<file path="config.mk">
export PLATFORM = sky130hd
export DESIGN_NAME = sfc_top
export DESIGN_NICKNAME = d
export VERILOG_FILES = /design/src/rtl/sfc_pkg.sv /design/src/rtl/sfc_dec_if.sv /design/src/rtl/sfc_decode.sv /design/src/rtl/sfc_top.sv
export SDC_FILE = /design/constraint.sdc
export NUM_CORES = 1
export LEC_CHECK = 0
export BUFFER_PORTS_ARGS = -buffer_cell sky130_fd_sc_hd__buf_2
export CORE_MARGIN = 3
export CORE_UTILIZATION = 30
export CTS_BUF_LIST = sky130_fd_sc_hd__clkbuf_8
export DETAILED_ROUTE_END_ITERATION = 16
export SETUP_SLACK_MARGIN = 0.1
export SYNTH_ARGS = -nofsm -noshare
export SYNTH_HDL_FRONTEND = slang
export SYNTH_SLANG_ARGS = --single-unit
</file>
<file path="constraint.sdc">
create_clock -name clk_sys -period 2.4 [get_ports clk_sys]
set_input_delay 0.48 -clock clk_sys [delete_from_list [all_inputs] [get_ports clk_sys]]
set_output_delay 0.48 -clock clk_sys [all_outputs]
set_load 0.1 [all_outputs]
</file>
<file path="src/rtl/sfc_pkg.sv">
/*
  Shared constants and types for the serial flash command front end.
  It assumes a 200 MHz system clock and an SPI clock far slower than it.
*/
// Functional notes
// After power-up or reset the serial output stays undriven until a read instruction drives it.
// An instruction is taken only after a falling edge of select, which the host must produce.
// Each select falling edge samples the idle clock level: high picks mode 3, low picks mode 0.
// While power-on reset is active the block stays in reset and ignores every command.
// The host must not select the part for a read until 70 us after the supply threshold.
// A first program or erase must wait for the supply and a further delay of up to 3 ms.
// After the power-up write delay the part is in standby with select high, active with it low.
// Opcode D2h carries 4 ignored bits, an 11-bit page, a 9-bit byte address, then 4 dummy bytes.
// D1h and D3h carry 15 ignored bits and a 9-bit byte address; D4h and D6h add one dummy byte.
// Opcodes 9Fh, B9h, ABh, B0h, D0h and D7h are a lone opcode byte with no address or dummy.
package sfc_pkg;

  // ----------------------------------------------------------------
  // Opcodes
  // ----------------------------------------------------------------
  localparam logic [7:0] OP_MAIN_READ = 8'hd2;
  localparam logic [7:0] OP_BUF1_READ_LF = 8'hd1;
  localparam logic [7:0] OP_BUF2_READ_LF = 8'hd3;
  localparam logic [7:0] OP_BUF1_READ = 8'hd4;
  localparam logic [7:0] OP_BUF2_READ = 8'hd6;
  localparam logic [7:0] OP_ID_READ = 8'h9f;
  localparam logic [7:0] OP_DEEP_DOWN = 8'hb9;
  localparam logic [7:0] OP_WAKE = 8'hab;
  localparam logic [7:0] OP_CONFIG = 8'hb0;
  localparam logic [7:0] OP_SUSPEND = 8'hd0;
  localparam logic [7:0] OP_STATUS = 8'hd7;

  // ----------------------------------------------------------------
  // Frame layout
  // ----------------------------------------------------------------
  localparam int ADDR_W = 24;
  localparam int PAGE_W = 11;
  localparam int BADDR_W = 9;
  localparam int PAGE_LSB = 9;
  localparam logic [1:0] ADDR_BYTES = 2'h3;
  localparam logic [2:0] DUMMY_MAIN = 3'h4;
  localparam logic [2:0] DUMMY_BUF = 3'h1;
  localparam logic [2:0] DUMMY_NONE = 3'h0;

  // ----------------------------------------------------------------
  // Timing
  // ----------------------------------------------------------------
  localparam int unsigned CLK_MHZ = 200;
  localparam int unsigned PUW_MS = 3;
  localparam int unsigned VCSL_US = 70;
  localparam int unsigned PUW_CYC = PUW_MS * 1000 * CLK_MHZ;
  localparam int unsigned VCSL_CYC = VCSL_US * CLK_MHZ;
  localparam int CNT_W = 20;

  // ----------------------------------------------------------------
  // Reset values and states
  // ----------------------------------------------------------------
  localparam logic CS_IDLE = 1'b1;
  localparam logic POR_IDLE = 1'b1;

  typedef enum logic [2:0] {
    ST_POR, ST_IDLE, ST_OPC, ST_LAYOUT, ST_ADDR, ST_DUMMY, ST_DATA, ST_HOLD
  } sfc_state_t;

endpackage

</file>
<file path="src/rtl/sfc_dec_if.sv">
/*
  Carrier between the frame engine and the opcode layout decoder.
  It assumes both ends share clk_sys.
*/
interface sfc_dec_if;
  logic [7:0] op;
  logic op_stb;
  logic known;
  logic has_addr;
  logic wide_page;
  logic is_read;
  logic [2:0] dummy;

  modport ctrl (output op, output op_stb,
    input known, input has_addr, input wide_page, input is_read, input dummy);
  modport dec (input op, input op_stb,
    output known, output has_addr, output wide_page, output is_read, output dummy);
endinterface

</file>
<file path="src/rtl/sfc_decode.sv">
/*
  Opcode layout decoder: registers address, dummy and direction per opcode.
  It assumes op_stb is a one-cycle pulse with op valid beside it.
*/
module sfc_decode (
  // System
  input wire logic clk_sys,
  input wire logic rst,
  // Layout port
  sfc_dec_if.dec bus
);

  // ----------------------------------------------------------------
  // Layout table
  // ----------------------------------------------------------------
  always_ff @(posedge clk_sys) begin
    if (rst) begin
      bus.known <= 1'b0;
      bus.has_addr <= 1'b0;
      bus.wide_page <= 1'b0;
      bus.is_read <= 1'b0;
      bus.dummy <= sfc_pkg::DUMMY_NONE;
    end else if (bus.op_stb) begin
      bus.known <= 1'b1;
      bus.has_addr <= 1'b0;
      bus.wide_page <= 1'b0;
      bus.is_read <= 1'b0;
      bus.dummy <= sfc_pkg::DUMMY_NONE;
      case (bus.op)
        sfc_pkg::OP_MAIN_READ: begin
          bus.has_addr <= 1'b1;
          bus.wide_page <= 1'b1;
          bus.is_read <= 1'b1;
          bus.dummy <= sfc_pkg::DUMMY_MAIN;
        end
        sfc_pkg::OP_BUF1_READ_LF, sfc_pkg::OP_BUF2_READ_LF: begin
          bus.has_addr <= 1'b1;
          bus.is_read <= 1'b1;
        end
        sfc_pkg::OP_BUF1_READ, sfc_pkg::OP_BUF2_READ: begin
          bus.has_addr <= 1'b1;
          bus.is_read <= 1'b1;
          bus.dummy <= sfc_pkg::DUMMY_BUF;
        end
        sfc_pkg::OP_ID_READ, sfc_pkg::OP_STATUS: begin
          bus.is_read <= 1'b1;
        end
        sfc_pkg::OP_DEEP_DOWN, sfc_pkg::OP_WAKE, sfc_pkg::OP_CONFIG,
        sfc_pkg::OP_SUSPEND: begin
          bus.is_read <= 1'b0;
        end
        default: begin
          bus.known <= 1'b0;
        end
      endcase
    end
  end
endmodule

</file>
<file path="src/rtl/sfc_top.sv">
/*
  Serial flash front end: pin synchronisers, power-up gating, frame parsing
  and read-data shifting. It assumes SCK is at least eight times slower than
  clk_sys and that rd_byte is ready whenever rd_req has not just pulsed.
*/
module sfc_top #(
  parameter int unsigned PUW_CYCLES = sfc_pkg::PUW_CYC,
  parameter int unsigned VCSL_CYCLES = sfc_pkg::VCSL_CYC
) (
  // System
  input wire logic clk_sys,
  input wire logic rst,
  // Supply monitor
  input wire logic por_active,
  // SPI pins
  input wire logic sck,
  input wire logic select_low_pin,
  input wire logic si,
  output logic so_dat,
  output logic so_oe,
  // Core side
  input wire logic [7:0] rd_byte,
  output logic rd_req,
  output logic cmd_valid,
  output logic [7:0] cmd_opcode,
  output logic [sfc_pkg::PAGE_W-1:0] cmd_page,
  output logic [sfc_pkg::BADDR_W-1:0] cmd_byte,
  output logic mode3,
  output logic active,
  output logic standby,
  output logic pe_allowed,
  output logic read_allowed
);

  // ----------------------------------------------------------------
  // Pin synchronisers
  // ----------------------------------------------------------------
  logic [1:0] sck_s_r;
  logic [1:0] cs_s_r;
  logic [1:0] si_s_r;
  logic [1:0] por_s_r;
  logic sck_d_r;
  logic cs_d_r;

  always_ff @(posedge clk_sys) begin
    if (rst) begin
      sck_s_r <= 2'h0;
      si_s_r <= 2'h0;
      cs_s_r <= {2{sfc_pkg::CS_IDLE}};
      por_s_r <= {2{sfc_pkg::POR_IDLE}};
      sck_d_r <= 1'b0;
      cs_d_r <= sfc_pkg::CS_IDLE;
    end else begin
      sck_s_r <= {sck_s_r[0], sck};
      si_s_r <= {si_s_r[0], si};
      cs_s_r <= {cs_s_r[0], select_low_pin};
      por_s_r <= {por_s_r[0], por_active};
      sck_d_r <= sck_s_r[1];
      cs_d_r <= cs_s_r[1];
    end
  end

  logic sck_rise;
  logic sck_fall;
  logic cs_fall;
  logic cs_rise;
  logic por_on;
  assign sck_rise = sck_s_r[1] & ~sck_d_r;
  assign sck_fall = ~sck_s_r[1] & sck_d_r;
  assign cs_fall = ~cs_s_r[1] & cs_d_r;
  assign cs_rise = cs_s_r[1] & ~cs_d_r;
  assign por_on = por_s_r[1];

  // ----------------------------------------------------------------
  // Power-up delays
  // ----------------------------------------------------------------
  logic [sfc_pkg::CNT_W-1:0] pu_cnt_r;
  logic pu_done;
  assign pu_done = pu_cnt_r >= sfc_pkg::CNT_W'(PUW_CYCLES);

  always_ff @(posedge clk_sys) begin
    if (rst || por_on) begin
      pu_cnt_r <= '0;
    end else if (!pu_done) begin
      pu_cnt_r <= pu_cnt_r + sfc_pkg::CNT_W'(1);
    end
  end

  always_ff @(posedge clk_sys) begin
    if (rst || por_on) begin
      pe_allowed <= 1'b0;
      read_allowed <= 1'b0;
      active <= 1'b0;
      standby <= 1'b0;
    end else begin
      pe_allowed <= pu_done;
      read_allowed <= pu_cnt_r >= sfc_pkg::CNT_W'(VCSL_CYCLES);
      active <= pu_done & ~cs_s_r[1];
      standby <= pu_done & cs_s_r[1];
    end
  end

  // ----------------------------------------------------------------
  // Frame state machine
  // ----------------------------------------------------------------
  sfc_dec_if dec_if ();
  sfc_decode u_decode (
    .clk_sys (clk_sys),
    .rst (rst),
    .bus (dec_if)
  );

  sfc_pkg::sfc_state_t state_r;
  sfc_pkg::sfc_state_t state_nxt;
  logic [7:0] in_sh_r;
  logic [2:0] bit_cnt_r;
  logic [2:0] byte_cnt_r;
  logic [sfc_pkg::ADDR_W-1:0] addr_r;
  logic byte_done;
  logic hdr_end;
  assign byte_done = sck_rise && bit_cnt_r == 3'h7;
  logic [sfc_pkg::ADDR_W-1:0] addr_full;
  assign addr_full = (state_r == sfc_pkg::ST_ADDR) ?
    {addr_r[sfc_pkg::ADDR_W-2:0], si_s_r[1]} : addr_r;

  always_comb begin
    state_nxt = state_r;
    hdr_end = 1'b0;
    unique case (state_r)
      sfc_pkg::ST_POR: state_nxt = sfc_pkg::ST_IDLE;
      sfc_pkg::ST_IDLE: if (cs_fall) state_nxt = sfc_pkg::ST_OPC;
      sfc_pkg::ST_OPC: if (byte_done) state_nxt = sfc_pkg::ST_LAYOUT;
      sfc_pkg::ST_LAYOUT: begin
        // The decoder answers one cycle after its strobe, so the choice waits for it.
        if (dec_if.op_stb) begin
          state_nxt = sfc_pkg::ST_LAYOUT;
        end else if (!dec_if.known) begin
          state_nxt = sfc_pkg::ST_HOLD;
        end else if (dec_if.has_addr) begin
          state_nxt = sfc_pkg::ST_ADDR;
        end else begin
          hdr_end = 1'b1;
          state_nxt = sfc_pkg::ST_DATA;
        end
      end
      sfc_pkg::ST_ADDR: begin
        if (byte_done && byte_cnt_r == {1'b0, sfc_pkg::ADDR_BYTES} - 3'h1) begin
          if (dec_if.dummy == sfc_pkg::DUMMY_NONE) begin
            hdr_end = 1'b1;
            state_nxt = sfc_pkg::ST_DATA;
          end else begin
            state_nxt = sfc_pkg::ST_DUMMY;
          end
        end
      end
      sfc_pkg::ST_DUMMY: begin
        if (byte_done && byte_cnt_r == dec_if.dummy - 3'h1) begin
          hdr_end = 1'b1;
          state_nxt = sfc_pkg::ST_DATA;
        end
      end
      sfc_pkg::ST_DATA: state_nxt = sfc_pkg::ST_DATA;
      sfc_pkg::ST_HOLD: state_nxt = sfc_pkg::ST_HOLD;
    endcase
    if (cs_rise && state_r != sfc_pkg::ST_POR) state_nxt = sfc_pkg::ST_IDLE;
    if (por_on) begin
      state_nxt = sfc_pkg::ST_POR;
      hdr_end = 1'b0;
    end
  end

  always_ff @(posedge clk_sys) begin
    if (rst) begin
      state_r <= sfc_pkg::ST_POR;
    end else begin
      state_r <= state_nxt;
    end
  end

  // Mode only decides whether the first clock edge is a falling one, which
  // the shifter ignores anyway, so it is reported rather than steering logic.
  always_ff @(posedge clk_sys) begin
    if (rst) begin
      mode3 <= 1'b0;
    end else if (state_r != sfc_pkg::ST_POR && cs_fall) begin
      mode3 <= sck_s_r[1];
    end
  end

  // ----------------------------------------------------------------
  // Header shifter
  // ----------------------------------------------------------------
  always_ff @(posedge clk_sys) begin
    if (rst || state_r == sfc_pkg::ST_IDLE) begin
      in_sh_r <= 8'h00;
      bit_cnt_r <= 3'h0;
      byte_cnt_r <= 3'h0;
      addr_r <= '0;
    end else begin
      if (state_r == sfc_pkg::ST_LAYOUT) byte_cnt_r <= 3'h0;
      if (sck_rise) begin
        in_sh_r <= {in_sh_r[6:0], si_s_r[1]};
        bit_cnt_r <= bit_cnt_r + 3'h1;
        if (state_r == sfc_pkg::ST_ADDR) addr_r <= {addr_r[sfc_pkg::ADDR_W-2:0], si_s_r[1]};
      end
      if (byte_done && state_r == sfc_pkg::ST_ADDR && state_nxt == sfc_pkg::ST_DUMMY) begin
        byte_cnt_r <= 3'h0;
      end else if (byte_done) begin
        byte_cnt_r <= byte_cnt_r + 3'h1;
      end
    end
  end

  always_ff @(posedge clk_sys) begin
    if (rst) begin
      dec_if.op <= 8'h00;
      dec_if.op_stb <= 1'b0;
    end else begin
      dec_if.op_stb <= state_r == sfc_pkg::ST_OPC && byte_done && !por_on;
      if (state_r == sfc_pkg::ST_OPC && byte_done) dec_if.op <= {in_sh_r[6:0], si_s_r[1]};
    end
  end

  // ----------------------------------------------------------------
  // Command report
  // ----------------------------------------------------------------
  always_ff @(posedge clk_sys) begin
    if (rst) begin
      cmd_valid <= 1'b0;
      cmd_opcode <= 8'h00;
      cmd_page <= '0;
      cmd_byte <= '0;
    end else begin
      cmd_valid <= hdr_end;
      if (hdr_end) begin
        cmd_opcode <= dec_if.op;
        cmd_page <= dec_if.wide_page ?
          addr_full[sfc_pkg::PAGE_LSB +: sfc_pkg::PAGE_W] : '0;
        cmd_byte <= addr_full[sfc_pkg::BADDR_W-1:0];
      end
    end
  end

  // ----------------------------------------------------------------
  // Read data output
  // ----------------------------------------------------------------
  logic [7:0] out_sh_r;
  logic [2:0] out_cnt_r;

  always_ff @(posedge clk_sys) begin
    if (rst || por_on || cs_rise) begin
      so_oe <= 1'b0;
      so_dat <= 1'b0;
      out_sh_r <= 8'h00;
      out_cnt_r <= 3'h0;
      rd_req <= 1'b0;
    end else begin
      rd_req <= 1'b0;
      if (hdr_end && dec_if.is_read) begin
        so_oe <= 1'b1;
        out_sh_r <= rd_byte;
        out_cnt_r <= 3'h0;
        rd_req <= 1'b1;
      end else if (so_oe && sck_fall) begin
        so_dat <= out_sh_r[7];
        out_cnt_r <= out_cnt_r + 3'h1;
        if (out_cnt_r == 3'h7) begin
          out_sh_r <= rd_byte;
          rd_req <= 1'b1;
        end else begin
          out_sh_r <= {out_sh_r[6:0], 1'b0};
        end
      end
    end
  end
endmodule

</file>
==> summary.md <==
| Metric | Value |
|---|---|
| Longest Clk Path Bufs | 2 |
| # fillers | 1,869 |
| Initial antenna violation count | 0 |
| CP Cell Sequence | ha_1 > ha_1 > nor4bb_4 > and4_4 > o31a_2 > buf_4 > o21ai_0 > a21oi_1 |
| Max-slew headroom | 58.3% |
| Logic pwr share | about 1.7% |
| CP Launch Type | register |
| Tcrit/Tclk final | 90.0% |
| Avg Inst Size Synth | 8.40 um^2 |
| CP Max Fanout | 8 |
| CTS Buf Count | 17 |
| Achievable Freq | around 0.46 GHz |
| Yosys top cell by area | dfxtp_1 |
| Hold Fails Final Rpt | 0 |
| Clock latency on the worst-skew pair | 0.45 ns |
| Synth top area cells | dfxtp_1 46%, nand2_1 7.5%, a21oi_1 6.7% |
| Yosys top cell area share | between 40% and 50% |
| Share of layout cells above drive strength 1 | 19.4% |
| Finished Layout Cells | 954 |
| Die ar. | 20,300 um^2 |
| Status | finished, final reports clean |
| Num rows | 49 |
| Starting DRT DRC Count | about 260 |
| # Max-Cap Violations | 0 |
| DRC viols | 0 |
| CTS tree | built |
| Max IR drop VDD | 0.395 mV |
| Htree depth | 4 |
| Routed len/inst | 13.8 um |
| Syn nets | around 690 |
| DP HPWL | 8.40 mm |
| Yosys warns | 0 |
| Worst hold path class | input port to register |
| Setup tns final | 0 ns |
| Arr. time, crit path | 2.47 ns |
| GRT Util Overall | 13.0% |
| CP Class | register to register |
| Post-Route Utilization | 36.7% |
| Post-synthesis cell area | 5590 um^2 |
| RSZ-0062 raised after global routing | no |
| Synth cell types | 57 |
| Max stage delay on crit path | 0.41 ns |
| Sw Ratio | between 20% and 30% |
| Sw power | 1.04 mW |
| Worst path bufs/invs | 1 |
| CP max stage cell | o31a_2 |
| Final Max Tran Viols | 0 |
| Cell Int Power | 3.16 mW |
| Pleak | 2.39 nW |
| Top delay family on crit path | compound AO/OA/AOI/OAI gates |
| Routed WL | 13.1 mm |
| Die Ht | 143 um |
| Setup crit end kind | register |
| Post-layout min period | 2.16 ns |
| PortBufs | 50 |
| Vias | 4,761 |
| Clk root buf | clkbuf_8 |
| Starting Density | between 30% and 40% |
| Seq/Total Area, Yosys | 46.2% |
| Number of global-route vias before repair | 4,434 |
| First-pass GRT wire length | 21.6 mm |
| Mapped Cells | 666 |
| GR Overflow Total | 0 |
| Syn-to-layout area delta | 19.0% |
| Req. time, crit path | between 2 and 3 ns |
| Layout Nets | around 740 |
| Power share of the clock group | 46.9% |
| Seq pwr share | 51.4% |
| Area of the core | 18,100 um^2 |
| Clk_skew | roughly 0.013 ns |
| Post-synth EDFFs | 0 |
| Final ANT Viol Nets | 0 |
| Largest net degree at the start of global routing | 54 |
| #FFs+latches synth | 129 |
| Vias per cell | between 4 and 5 |
| Cell area power density | about 630 nW/um^2 |
| Prevailing post-synth register cell | dfxtp_1 |
| Slew @ Worst Pin | approximately 0.62 ns |
| Post-Place Cells | 919 |
| Most used cell, CP | ha_1 |
| Setup violators final | 0 |
| Die extent in x | between 100 and 150 um |
| DR pass1 iterations | 4 |
| # IOs | 51 |
| Ys async rst share | 0% |
| Clock transition at path regs | 0.08 ns |
| Ant. Diodes | 0 |
| Placer Congestion | between 0.8 and 0.9 |
| Clock sinks | about 130 |
-- stage by stage --
step                      setup WS [ns]  power (mW)  hold slack (ns)  area (um^2)
after detailed placement          0.157        2.28            0.397         6120
after global routing             0.0676        4.36            0.188         6660
after floorplan                   0.273        2.25            0.389         5590
after global placement            0.192        2.28            0.392         6120
final                             0.240        4.20            0.215         6660
after CTS                         0.138        4.26            0.179         6540
-- layer usage --
| metal | track usage [%] | vias up | part of all wire [%] |
|---|---|---|---|
| met4 | 5.20 | 0 | 1.1 |
| met1 | 16.9 | 2247 | 46 |
| met3 | 3.36 | 11 | 5.7 |
| li1 | - | 2410 | - |
| met2 | 20.8 | 93 | 48 |
| met5 | 0 | - | 0 |
-- Yosys cell counts, drive strengths merged (7+ instances only) --
cell type  instances
dfxtp            129
nand2            112
a21oi             75
nor2              60
clkbuf            33
o21ai             27
nand3             22
mux2i             20
inv               19
a211oi            18
mux2              12
nor3              12
xnor2             12
buf               10
ha                 9
nor2b              9
nand2b             7
-- cells by family after synthesis --
| group | share of synthesized area [%] |
|---|---|
| compound gates | 17.6 |
| xor+xnor | 2.04 |
| fa+ha+maj | 2.01 |
| buf+inv | 4.50 |
| flops | 46.2 |
| mux | 5.99 |
| simple gates | 21.7 |
-- power groups by stage --
stage | combinational (mW) | clock (mW) | sequential [mW]
after floorplan | 0.0471 | 0 | 2.20
after global placement | 0.0762 | 0 | 2.21
after detailed placement | 0.0745 | 0 | 2.21
after CTS | 0.0747 | 2.03 | 2.16
after global routing | 0.0832 | 2.12 | 2.16
final | 0.0732 | 1.97 | 2.16
-- final cells by class --
cell class,instances,area [um^2],area share (%)
clock inverter,14,169,2.54
sequential,129,2580,38.8
tap,229,287,4.30
inverter,19,71.3,1.07
multi-input combinational,475,2830,42.4
timing repair buffer,70,473,7.11
clock buffer,18,248,3.72
-- cells in the final DEF (no fill, tap or decap), types with 12 or more instances in the layout --
cell	netlist	routed
clkbuf_8	0	18
inv_1	19	19
a211oi_1	18	18
a21oi_1	75	74
buf_2	6	50
buf_4	3	15
nand2_1	112	112
nor2_1	60	58
dfxtp_1	129	128
mux2i_1	20	20
o21ai_0	27	27
nand3_1	21	21
mux2_2	12	12
-- sequential cells by signal, summed over array words and instances (netlist names), 3 cells and up --
name,flops
dec_if.op,8
cmd_byte,9
in_sh_r,7
bit_cnt_r,3
addr_r,20
byte_cnt_r,3
pu_cnt_r,20
cmd_page,11
state_r,3
cmd_opcode,8
out_sh_r,8
out_cnt_r,3
-- path summary, 6_finish.rpt --
| kind | slack (ns) | cells past startpoint | end | start |
|---|---|---|---|---|
| worst max-delay path | 0.24 | 8 | so_dat | bit_cnt_r[0] |
| worst min register to register | 0.41 | 1 | por_s_r[1] | por_s_r[0] |
| worst min-delay path | 0.21 | 2 | cs_s_r[0] | select_low_pin |
| worst max register to register | 0.24 | 8 | so_dat | bit_cnt_r[0] |
-- repair_timing --
action / 4_1_cts / 5_1_grt
hold buffers: 0 / 0
endpoints found under the setup margin: 0 / 33
endpoints found under the hold margin: 0 / 0
resized for setup: 0 / 11
setup buffers: 0 / 1
Power figures use the tool's default switching activity.
